### src/core/hlt_pkg.sv
// Package: register map, mode encodings and timing constants of the limit timer
`default_nettype none
package hlt_pkg;
  // Register byte offsets on the Wishbone slave
  localparam logic [3:0] OFS_CTRL    = 4'h0;  // Run bit and sleep sync bit
  localparam logic [3:0] OFS_MODE    = 4'h4;  // Mode field in bits 4:0
  localparam logic [3:0] OFS_PERIOD  = 4'h8;  // Period register
  localparam logic [3:0] OFS_COUNT   = 4'hC;  // Count register, read only
  localparam logic [3:0] OFS_WIDTH   = 4'h0;  // Offset within second page
  localparam logic [3:0] OFS_STATUS  = 4'h4;  // Sticky events, write one to clear
  localparam logic [3:0] OFS_MASK    = 4'h8;  // Interrupt mask
  localparam logic [3:0] OFS_DRIVE   = 4'hC;  // PWM drive readback
  // Field positions
  localparam int RUN_BIT    = 0;
  localparam int SYNC_BIT   = 1;
  localparam int MODE_MSB   = 4;
  localparam int EV_MATCH   = 0;
  localparam int EV_START   = 1;
  localparam int EV_EXTRST  = 2;
  // Reset values
  localparam logic [7:0] PERIOD_RST = 8'hFF;
  localparam logic [7:0] WIDTH_RST  = 8'h00;
  localparam logic [4:0] MODE_RST   = 5'h00;
  // Mode encodings
  localparam logic [4:0] M_EHL_RISE  = 5'h0C;
  localparam logic [4:0] M_EHL_FALL  = 5'h0D;
  localparam logic [4:0] M_LRE_LOW   = 5'h0E;
  localparam logic [4:0] M_LRE_HIGH  = 5'h0F;
  localparam logic [4:0] M_MONO_RISE = 5'h11;
  localparam logic [4:0] M_MONO_FALL = 5'h12;
  localparam logic [4:0] M_MONO_BOTH = 5'h13;
  localparam logic [4:0] M_LHL_LOW   = 5'h16;
  localparam logic [4:0] M_LHL_HIGH  = 5'h17;
  // Timing: restart delay after a reset edge, in timer clocks
  localparam logic [1:0] RESTART_CLKS = 2'h2;
endpackage
`default_nettype wire

### src/core/hw_limit_timer.sv
// Hardware limit timer: one-shot, monostable and level-reset modes with PWM drive
`default_nettype none
module hw_limit_timer
(
  input  wire  logic        clk_i,       // Timer clock, 125 MHz
  input  wire  logic        rst_i,       // Synchronous reset, active high
  input  wire  logic [4:0]  adr_i,       // Wishbone byte address
  input  wire  logic [31:0] dat_i,       // Wishbone write data
  output logic       [31:0] dat_o,       // Wishbone read data
  input  wire  logic        we_i,        // Write enable
  input  wire  logic [3:0]  sel_i,       // Byte selects
  input  wire  logic        cyc_i,       // Bus cycle
  input  wire  logic        stb_i,       // Strobe
  output logic              ack_o,       // Acknowledge
  input  wire  logic        ext_reset_input_i, // External reset source
  input  wire  logic        sleep_i,     // Processor in sleep
  output logic              pwm_drive_o, // PWM drive level
  output logic              pwm_set_pulse_o,   // One-cycle drive start
  output logic              postscaled_match_out_o, // Period match pulse
  output logic [7:0]        count_value_o,     // Current count
  output logic              irq_o        // Level interrupt
);

  // ********************************************************
  // Register state
  // ********************************************************
  logic       run;                // Run bit, hardware clears it
  logic       prescaler_out_sync; // Sleep freeze select
  logic [4:0] mode;               // Mode field
  logic [7:0] period_register;    // Period value
  logic [7:0] pulse_width_compare; // Drive end compare
  logic [7:0] count_register;     // Counter
  logic [2:0] status;             // Sticky events
  logic [2:0] mask;               // Interrupt mask

  // ********************************************************
  // Bus decode
  // ********************************************************
  logic req;        // Live request not yet answered
  logic wr;         // Write taken this cycle
  logic page;       // Upper register page
  logic [3:0] ofs;  // Offset in page
  assign req  = cyc_i && stb_i && !ack_o;
  assign wr   = req && we_i && sel_i[0];
  assign page = adr_i[4];
  assign ofs  = adr_i[3:0];

  logic wr_ctrl;    // Write to control
  assign wr_ctrl = wr && !page && (ofs == hlt_pkg::OFS_CTRL);

  // Ack one cycle after request, dropped the next
  always_ff @(posedge clk_i)
  begin
    if (rst_i)
      ack_o <= 1'b0;
    else
      ack_o <= req;
  end

  // ********************************************************
  // External input synchroniser and detectors
  // ********************************************************
  logic ers_meta;  // First stage, only read by second
  logic ers_sync;  // Synchronised level
  logic ers_prev;  // Previous synchronised level
  // Two stages keep edge detection to one event per transition
  always_ff @(posedge clk_i)
  begin
    if (rst_i)
    begin
      ers_meta <= 1'b0;
      ers_sync <= 1'b0;
      ers_prev <= 1'b0;
    end
    else
    begin
      ers_meta <= ext_reset_input_i;
      ers_sync <= ers_meta;
      ers_prev <= ers_sync;
    end
  end

  logic rise;       // Rising edge
  logic fall;       // Falling edge
  assign rise = ers_sync && !ers_prev;
  assign fall = !ers_sync && ers_prev;

  // Mode decode
  logic is_ehl;     // Edge hardware limit one-shot
  logic is_lre;     // Level reset, edge start one-shot
  logic is_mono;    // Monostable
  logic is_lhl;     // Level hardware limit one-shot
  logic edge_q;     // Qualifying edge for this mode
  logic in_reset;   // Input at reset level
  always_comb
  begin
    is_ehl   = 1'b0;
    is_lre   = 1'b0;
    is_mono  = 1'b0;
    is_lhl   = 1'b0;
    edge_q   = 1'b0;
    in_reset = 1'b0;
    case (mode)
      hlt_pkg::M_EHL_RISE:  begin is_ehl = 1'b1; edge_q = rise; end
      hlt_pkg::M_EHL_FALL:  begin is_ehl = 1'b1; edge_q = fall; end
      hlt_pkg::M_LRE_LOW:   begin is_lre = 1'b1; edge_q = rise; in_reset = !ers_sync; end
      hlt_pkg::M_LRE_HIGH:  begin is_lre = 1'b1; edge_q = fall; in_reset = ers_sync; end
      hlt_pkg::M_MONO_RISE: begin is_mono = 1'b1; edge_q = rise; end
      hlt_pkg::M_MONO_FALL: begin is_mono = 1'b1; edge_q = fall; end
      hlt_pkg::M_MONO_BOTH: begin is_mono = 1'b1; edge_q = rise || fall; end
      hlt_pkg::M_LHL_LOW:   begin is_lhl = 1'b1; in_reset = !ers_sync; end
      hlt_pkg::M_LHL_HIGH:  begin is_lhl = 1'b1; in_reset = ers_sync; end
      default:              begin end
    endcase
  end

  // ********************************************************
  // Sequencer
  // ********************************************************
  typedef enum logic [3:0]
  {
    ST_ARMED = 4'h1,  // Run set, waiting for start condition
    ST_COUNT = 4'h2,  // Counting
    ST_HOLD  = 4'h4,  // Reset edge seen, restart pending
    ST_DONE  = 4'h8   // Monostable halted at period
  } seq_t;
  seq_t state;
  seq_t next_state;
  logic [1:0] hold_cnt;   // Restart delay counter
  logic frozen;           // Sleep freeze
  logic match;            // Count equals period
  logic start;            // Timer starts this cycle
  logic hold_done;        // Restart delay over

  assign frozen    = sleep_i && prescaler_out_sync;
  assign match     = (count_register == period_register);
  assign hold_done = (hold_cnt == hlt_pkg::RESTART_CLKS - 2'h1);

  // Start condition of the armed state per mode
  always_comb
  begin
    start = 1'b0;
    if (state == ST_ARMED && run)
    begin
      if (is_lhl)
        start = !in_reset;
      else if (is_lre)
        start = edge_q;
      else
        start = edge_q;
    end
  end

  // Next state; edges and level reset only matter while running
  always_comb
  begin
    next_state = state;
    unique case (state)
      ST_ARMED: if (start) next_state = ST_COUNT;
      ST_COUNT:
      begin
        if (is_ehl && edge_q)
          next_state = ST_HOLD;
        else if ((is_lre || is_lhl) && in_reset)
          next_state = ST_ARMED;
        else if (match && is_mono)
          next_state = ST_DONE;
        else if (match)
          next_state = ST_ARMED;
      end
      ST_HOLD:
      begin
        if (is_ehl && edge_q)
          next_state = ST_HOLD;
        else if (hold_done)
          next_state = ST_COUNT;
      end
      ST_DONE: next_state = ST_DONE;
    endcase
    if (!run)
      next_state = ST_ARMED;
  end

  // State register, frozen during sleep while the sync bit is set
  always_ff @(posedge clk_i)
  begin
    if (rst_i)
      state <= ST_ARMED;
    else if (!frozen)
      state <= next_state;
  end

  // Restart delay counter
  always_ff @(posedge clk_i)
  begin
    if (rst_i)
      hold_cnt <= 2'h0;
    else if (frozen)
      hold_cnt <= hold_cnt;
    else if (state != ST_HOLD || edge_q)
      hold_cnt <= 2'h0;
    else
      hold_cnt <= hold_cnt + 2'h1;
  end

  // Counter: clears after match in every mode and when armed with run off, holds otherwise when idle
  always_ff @(posedge clk_i)
  begin
    if (rst_i)
      count_register <= 8'h00;
    else if (frozen)
      count_register <= count_register;
    else if (state == ST_COUNT && is_ehl && edge_q)
      count_register <= 8'h00;
    else if ((is_lre || is_lhl) && in_reset)
      count_register <= 8'h00;
    else if (state == ST_COUNT && match)
      count_register <= 8'h00;
    else if (state == ST_COUNT)
      count_register <= count_register + 8'h01;
    else if (state == ST_ARMED && !run)
      count_register <= 8'h00;
  end

  // Limitation: a match is the only period event; idle states see none
  logic match_ev;    // Period match while counting
  assign match_ev = !frozen && state == ST_COUNT && match && run;

  // ********************************************************
  // Run bit and control registers
  // ********************************************************
  // Hardware clear on match wins over a same-cycle software write
  always_ff @(posedge clk_i)
  begin
    if (rst_i)
      run <= 1'b0;
    else if (match_ev && !is_mono)
      run <= 1'b0;
    else if (wr_ctrl)
      run <= dat_i[hlt_pkg::RUN_BIT];
  end

  always_ff @(posedge clk_i)
  begin
    if (rst_i)
    begin
      prescaler_out_sync  <= 1'b0;
      mode                <= hlt_pkg::MODE_RST;
      period_register     <= hlt_pkg::PERIOD_RST;
      pulse_width_compare <= hlt_pkg::WIDTH_RST;
      mask                <= 3'h0;
    end
    else if (wr)
    begin
      if (!page && ofs == hlt_pkg::OFS_CTRL)
        prescaler_out_sync <= dat_i[hlt_pkg::SYNC_BIT];
      if (!page && ofs == hlt_pkg::OFS_MODE)
        mode <= dat_i[hlt_pkg::MODE_MSB:0];
      if (!page && ofs == hlt_pkg::OFS_PERIOD)
        period_register <= dat_i[7:0];
      if (page && ofs == hlt_pkg::OFS_WIDTH)
        pulse_width_compare <= dat_i[7:0];
      if (page && ofs == hlt_pkg::OFS_MASK)
        mask <= dat_i[2:0];
    end
  end

  // ********************************************************
  // PWM drive
  // ********************************************************
  logic drv_set;     // Drive start event
  logic drv_clr;     // Compare match
  // Match restarts never set the drive; only start or reset edges
  assign drv_set = !frozen && (start || (state == ST_COUNT && is_ehl && edge_q));
  assign drv_clr = !frozen && state == ST_COUNT && count_register == pulse_width_compare;

  always_ff @(posedge clk_i)
  begin
    if (rst_i)
      pwm_drive_o <= 1'b0;
    else if (drv_set)
      pwm_drive_o <= 1'b1;
    else if (drv_clr)
      pwm_drive_o <= 1'b0;
  end

  always_ff @(posedge clk_i)
  begin
    if (rst_i)
    begin
      pwm_set_pulse_o        <= 1'b0;
      postscaled_match_out_o <= 1'b0;
    end
    else
    begin
      pwm_set_pulse_o        <= drv_set;
      postscaled_match_out_o <= match_ev;
    end
  end
  assign count_value_o = count_register;

  // ********************************************************
  // Interrupts
  // ********************************************************
  logic [2:0] ev;    // Event vector
  assign ev = {drv_set && state == ST_COUNT, start, match_ev};
  // Set wins over a same-cycle write-one clear
  always_ff @(posedge clk_i)
  begin
    if (rst_i)
      status <= 3'h0;
    else if (wr && page && ofs == hlt_pkg::OFS_STATUS)
      status <= (status & ~dat_i[2:0]) | ev;
    else
      status <= status | ev;
  end
  assign irq_o = |(status & mask);

  // Read mux, unmapped offsets read zero
  always_ff @(posedge clk_i)
  begin
    if (rst_i)
      dat_o <= 32'h0000_0000;
    else if (req && !we_i)
    begin
      dat_o <= 32'h0000_0000;
      unique case ({page, ofs})
        {1'b0, hlt_pkg::OFS_CTRL}:   dat_o[1:0] <= {prescaler_out_sync, run};
        {1'b0, hlt_pkg::OFS_MODE}:   dat_o[4:0] <= mode;
        {1'b0, hlt_pkg::OFS_PERIOD}: dat_o[7:0] <= period_register;
        {1'b0, hlt_pkg::OFS_COUNT}:  dat_o[7:0] <= count_register;
        {1'b1, hlt_pkg::OFS_WIDTH}:  dat_o[7:0] <= pulse_width_compare;
        {1'b1, hlt_pkg::OFS_STATUS}: dat_o[2:0] <= status;
        {1'b1, hlt_pkg::OFS_MASK}:   dat_o[2:0] <= mask;
        {1'b1, hlt_pkg::OFS_DRIVE}:  dat_o[0]   <= pwm_drive_o;
        default:                     dat_o      <= 32'h0000_0000;
      endcase
    end
  end
endmodule
`default_nettype wire

### config.mk
export PLATFORM = sky130hd
export DESIGN_NAME = hw_limit_timer
export DESIGN_NICKNAME = d
export VERILOG_FILES = /design/src/core/hlt_pkg.sv /design/src/core/hw_limit_timer.sv
export SDC_FILE = /design/constraint.sdc
export NUM_CORES = 1
export LEC_CHECK = 0
export ABC_AREA = 1
export BUFFER_PORTS_ARGS = -buffer_cell sky130_fd_sc_hd__buf_2
export CORE_ASPECT_RATIO = 1.1
export CORE_MARGIN = 3
export CORE_UTILIZATION = 56
export DETAILED_ROUTE_END_ITERATION = 8
export PLACE_DENSITY = 0.85
export SLEW_MARGIN = 10
export SYNTH_ARGS = -nofsm -noshare
export SYNTH_HDL_FRONTEND = slang
export SYNTH_SLANG_ARGS = --single-unit
### constraint.sdc
create_clock -name clk_i -period 4.35 [get_ports clk_i]
set_input_delay 0.87 -clock clk_i [delete_from_list [all_inputs] [get_ports clk_i]]
set_output_delay 0.87 -clock clk_i [all_outputs]
set_load 0.01 [all_outputs]
* After elaboration in Yosys (flattened, before gate mapping)
Cells that the tools add are included.
Word-level totals: memory bits (writable) 0, bits in read-only memories 0, word-level logic and storage cells 152, input port bits 48, output and inout bits 45, register bits 58, memories 0, latch bits 0
Operators by class: reduce and logical (&&, ||, !) cells 66, eq/ne operators 29, div/mod/pow operators 0, muxes and demuxes 31, shift-type cells 0, multipliers 0, bitwise operators 6, add/subtract/negate cells 2, $lt $le $gt $ge 0
Operators with widths (number):
- equality test 5 bit (second input constant) | 9
- 2-to-1 mux 8 bit | 5
- logical AND 1 bit | 32
- 2-to-1 mux 4 bit | 8
- equality test 5 x 4 -> 1 bit (second input constant) | 6
- equality test 8 bit | 2
- one-hot mux 4 bit (4 select lines) | 1
- AND reduction 2 bit | 6
- OR reduction 2 bit | 6
- OR reduction 3 bit | 4
- logical NOT 1 bit | 9
- one-hot mux 3 bit (3 select lines) | 1
- adder 8 x 1 -> 8 bit (second input constant) | 1
- equality test 4 x 3 -> 1 bit (second input constant) | 2
- equality test 4 bit (second input constant) | 2
- 2-to-1 mux 1 bit | 8
- one-hot mux 1 bit (8 select lines) | 1
- one-hot mux 2 bit (4 select lines) | 1
- one-hot mux 1 bit (7 select lines) | 1
- AND 3 bit | 2
- != test 6 bit (second input constant) | 1
- bitwise OR 3 bit | 2
- one-hot mux 1 bit (6 select lines) | 1
- equality test 5 x 3 -> 1 bit (second input constant) | 1
- other kinds (19) | 22

* Logic depth before layout (Yosys ltp)
depth after elaboration 11, depth in mapped cells 15, depth with buffers taken out 15

* Least setup slack after synthesis
No wires, ideal clock.
kind in2reg, start point input port adr_i[1], end point register period_register[5], setup slack 2.406 ns, path buffers 1, stages on the path 6, data required time 4.276 ns, setup time 0.074 ns, data arrival time 1.870 ns, path through nor2_2 -> nand3_1 -> nor2_2 -> buf_2 -> a21oi_1 -> o21ai_0
On the way: cells in the longest elaborated chain, start to end 3
RTL lines:
- start: declaration | RTL line hw_limit_timer.sv:7 | input wire logic [4:0] adr_i,
- equality test 4 bit | RTL line hw_limit_timer.sv:259 | if (!page && ofs == hlt_pkg::OFS_PERIOD)
- logical AND 1 bit | RTL line hw_limit_timer.sv:259
- AND reduction 2 bit (no source line)
- end signal: assignment | RTL line hw_limit_timer.sv:249 | period_register <= hlt_pkg::PERIOD_RST;
- end signal: assignment | RTL line hw_limit_timer.sv:260 | period_register <= dat_i[7:0];
- end: declaration | RTL line hw_limit_timer.sv:30 | logic [7:0] period_register;
Every way passes these cells. A chain may end at the register's enable or synchronous reset.

* Final worst setup path
start point input port adr_i[1], end point register pulse_width_compare[7]
On the way: cells in the longest elaborated chain, start to end 3
RTL lines:
- logical NOT 4 bit | RTL line hw_limit_timer.sv:261 | if (page && ofs == hlt_pkg::OFS_WIDTH)
- logical AND 1 bit | RTL line hw_limit_timer.sv:261
- AND reduction 2 bit (no source line)
- end signal: assignment | RTL line hw_limit_timer.sv:250 | pulse_width_compare <= hlt_pkg::WIDTH_RST;
- end signal: assignment | RTL line hw_limit_timer.sv:262 | pulse_width_compare <= dat_i[7:0];
- end: declaration | RTL line hw_limit_timer.sv:31 | logic [7:0] pulse_width_compare;
Every way passes these cells.

==> results.md <==
* Setup WS post-layout at 1.89 ns
* Crit path largest cell delay at 0.45 ns
* VDD IR max at 0.305 mV
* I/O pin count at 93
* Die extent in x at 78.5 µm
* Fin. Hold Viols at 0
* Num CTS Buffers at 9
* Largest net degree at the start of global routing at 31
* Most frequent cell on the critical path: nor2_1
* Via Count at 3244
* Crit path max-delay cell type: nor2_1
* Reg-to-reg slack, setup at 2.43 ns
* Die ar. at 6730 µm²
* Rel. slew slack at 0.441
* Fin crit share at 0.565
* Layout Nets at 572
* # port buffers at 41
* Final ANT Viol Nets at 0
* Ys flop type: dfxtp_1
* WP buf/inv at 3
* First-pass GRT wire length at 13400 µm
* CP Max Fanout at 11
* Worst Hold End: ers_sync
* Most frequent cell after synthesis: nand2_1
* Synthesized instance count at 479
* Post-DP HPWL at 5970 µm
* Initial antenna violation count at 0
* Hold path depth at 2
* TNS Setup at 0 ns
* Drt first pass iters at 6
* Die Height at 85.7 µm
* Row count at 28
* Crit. Startpoint: adr_i[1]
* CTS sink cnt at 58
* Cell family with most CP delay: simple AND/OR/NAND/NOR gates
* CTS tree: done
* Crit-path cells: buf_2 > nor2_2 > nand2_1 > nor2_2 > inv_1 > nor2_1 > inv_1 > nor2_1 > nor2_1
* Placed Instance Area at 3390 µm²
* Maximum clock frequency at 407 MHz
* Synth cell types at 34
* Drt drc at 0
* Layout cell share with drive strength beyond 1 at 0.158
* CP endpoint kind: register
* Critical Setup Path Class: input pin to register
* Commonest cells in the netlist: 103 x nand2_1, 58 x dfxtp_1, 56 x nor2_1, 53 x inv_1, 40 x o21ai_0
* Final Setup Violations at 0
* CTS clock-pin slew for the worst setup and hold paths at 0.07 ns
* CP startpoint kind: input pin
* Leak at 1.76 nW
* Initial Util at 0.588
* Post-CTS setup buffer count at 0
* Clk_lat worst skew at 0.35 ns
* Place WS at 1.63 ns
* Status: complete, no violations
* Ys async rst share at 0
* FF-to-FF End: pulse_width_compare[7]
* ANT cells at 0
* Via count of the first global-routing pass at 2937
* Sequential area share after synthesis at 0.359
* Clock skew at 0.0108 ns
* Final slew viol count at 0
* PD cells at 327 nW/µm²
* Final Wtd Congestion at 0.920
* Worst R2R Start: ack_o
* Layout area overhead at 12.3%
* Fin util at 0.660
* Min Tclk post-route at 2.46 ns
* Design Area, Final at 3630 µm²
* Vias per cell at 5.41
* Max Cap Viol at 0
* Arr. time, crit path at 2.70 ns
* Synthesis-stage register bit count at 58
* Syn avg cell area at 6.75 µm²
* CTS Hold Bufs at 0
* Longest Clk Path Bufs at 2
* Area share of the leading cell type in the synthesized netlist at 0.359
* YS warnings at 0
* Hold Path Origin: ers_meta
* Area leader, netlist: dfxtp_1
* GRT Total Usage at 0.257
* Worst r2r path cells at 6
* Req. time, crit path at 4.59 ns
* EDFF count, synth at 0
* Total Wirelength at 8400 µm
* RSZ-0062 raised after global routing: no
* Worst-Margin Slew at 0.837 ns
* Cell area after synthesis at 3240 µm²
* WL/cell at 14.0 µm
* Starting DRT DRC Count at 359
* Core area at 5500 µm²
* Grt total ovfl at 0
* Worst Hold Class: register to register
* Clock root buffer: clkbuf_8
* # resized after CTS at 0
* Ranking of synthesized cells by area: dfxtp_1 36%, nand2_1 12%, nor2_1 6.5%, o21ai_0 6.2%, inv_1 6.1%
* H-tree levels at 3
## registers in the layout, summed over array words and instances, names as in the netlist, 3 cells and up
register,cells
state,4
pulse_width_compare,8
mask,3
period_register,8
count_value_o,8
mode,5
dat_o,8
status,3
## routing by layer
layer	global-route usage	share of wire
met5	0	0
met4	0.111	0.029
met3	0.0704	0.088
met2	0.424	0.48
met1	0.316	0.40
## worst max-delay path by stage
| stage | end | slack (ns) | cells after the start |
|---|---|---|---|
| 2_1_floorplan | period_register[5] | 2.41 | 6 |
| 3_3_place_gp | pulse_width_compare[5] | 1.73 | 9 |
| 3_5_place_dp | pulse_width_compare[7] | 1.63 | 9 |
| 4_1_cts | pulse_width_compare[7] | 1.95 | 9 |
| 5_1_grt | pulse_width_compare[5] | 1.67 | 9 |
| 6_report | pulse_width_compare[7] | 1.89 | 9 |
## stage by stage
| step | power, W | hold slack, ns | instances |
|---|---|---|---|
| floorplan | 0.000599 | 0.388 | 502 |
| global placement | 0.000603 | 0.392 | 584 |
| detailed placement | 0.000604 | 0.410 | 584 |
| CTS | 0.00119 | 0.420 | 600 |
| global route | 0.00122 | 0.450 | 600 |
| finish | 0.00119 | 0.412 | 600 |
## layout make-up
class                      instances  area [µm²]
timing repair buffer              41         205
inverter                          61         229
clock inverter                     4        72.6
multi-input combinational        349        1710
tap                               75        93.8
fill                             487        1870
clock buffer                      12         165
sequential                        58        1160
## cell usage in the layout (no fill, tap or decap), types with 5 or more instances in the layout
cell type	n
nand2_1	103
dfxtp_1	58
nor2_1	56
inv_1	53
buf_2	41
o21ai_0	40
a21oi_1	33
conb_1	24
nand3_1	23
clkbuf_8	12
xor2_1	11
nor2_2	7
o22ai_1	6
inv_2	6
nor3_1	6
nand2_2	6
nand4_1	5
## where the power goes
| group | switching [W] | internal [W] | total [W] |
|---|---|---|---|
| registers | 0.00000180 | 0.000534 | 0.000536 |
| clock network | 0.000226 | 0.000368 | 0.000594 |
| logic | 0.0000428 | 0.0000151 | 0.0000580 |
| total | 0.000271 | 0.000917 | 0.00119 |
## kinds of logic (layout without fill, tap and decap cells)
logic type | count (synthesis) | count (layout) | share of synthesized area
AOI/OAI and AO/OA | 95 | 95 | 0.166
xor gates and xnor gates | 11 | 11 | 0.0298
adders and majority gates | 4 | 4 | 0.0155
buffers and inverters | 95 | 118 | 0.141
DFF | 58 | 58 | 0.359
other | 1 | 24 | 0.00116
and+or+nand+nor | 215 | 215 | 0.288
## worst register-to-register path, cell delays in order, from the launching register on
cell and delay (ns):
dfxtp_1 0.32, nor2_1 0.17, nand3_1 0.29, nor2_1 0.55, inv_1 0.26, nor2_1 0.16
nor2_1 0.06
(Power assumes the default switching activity.)
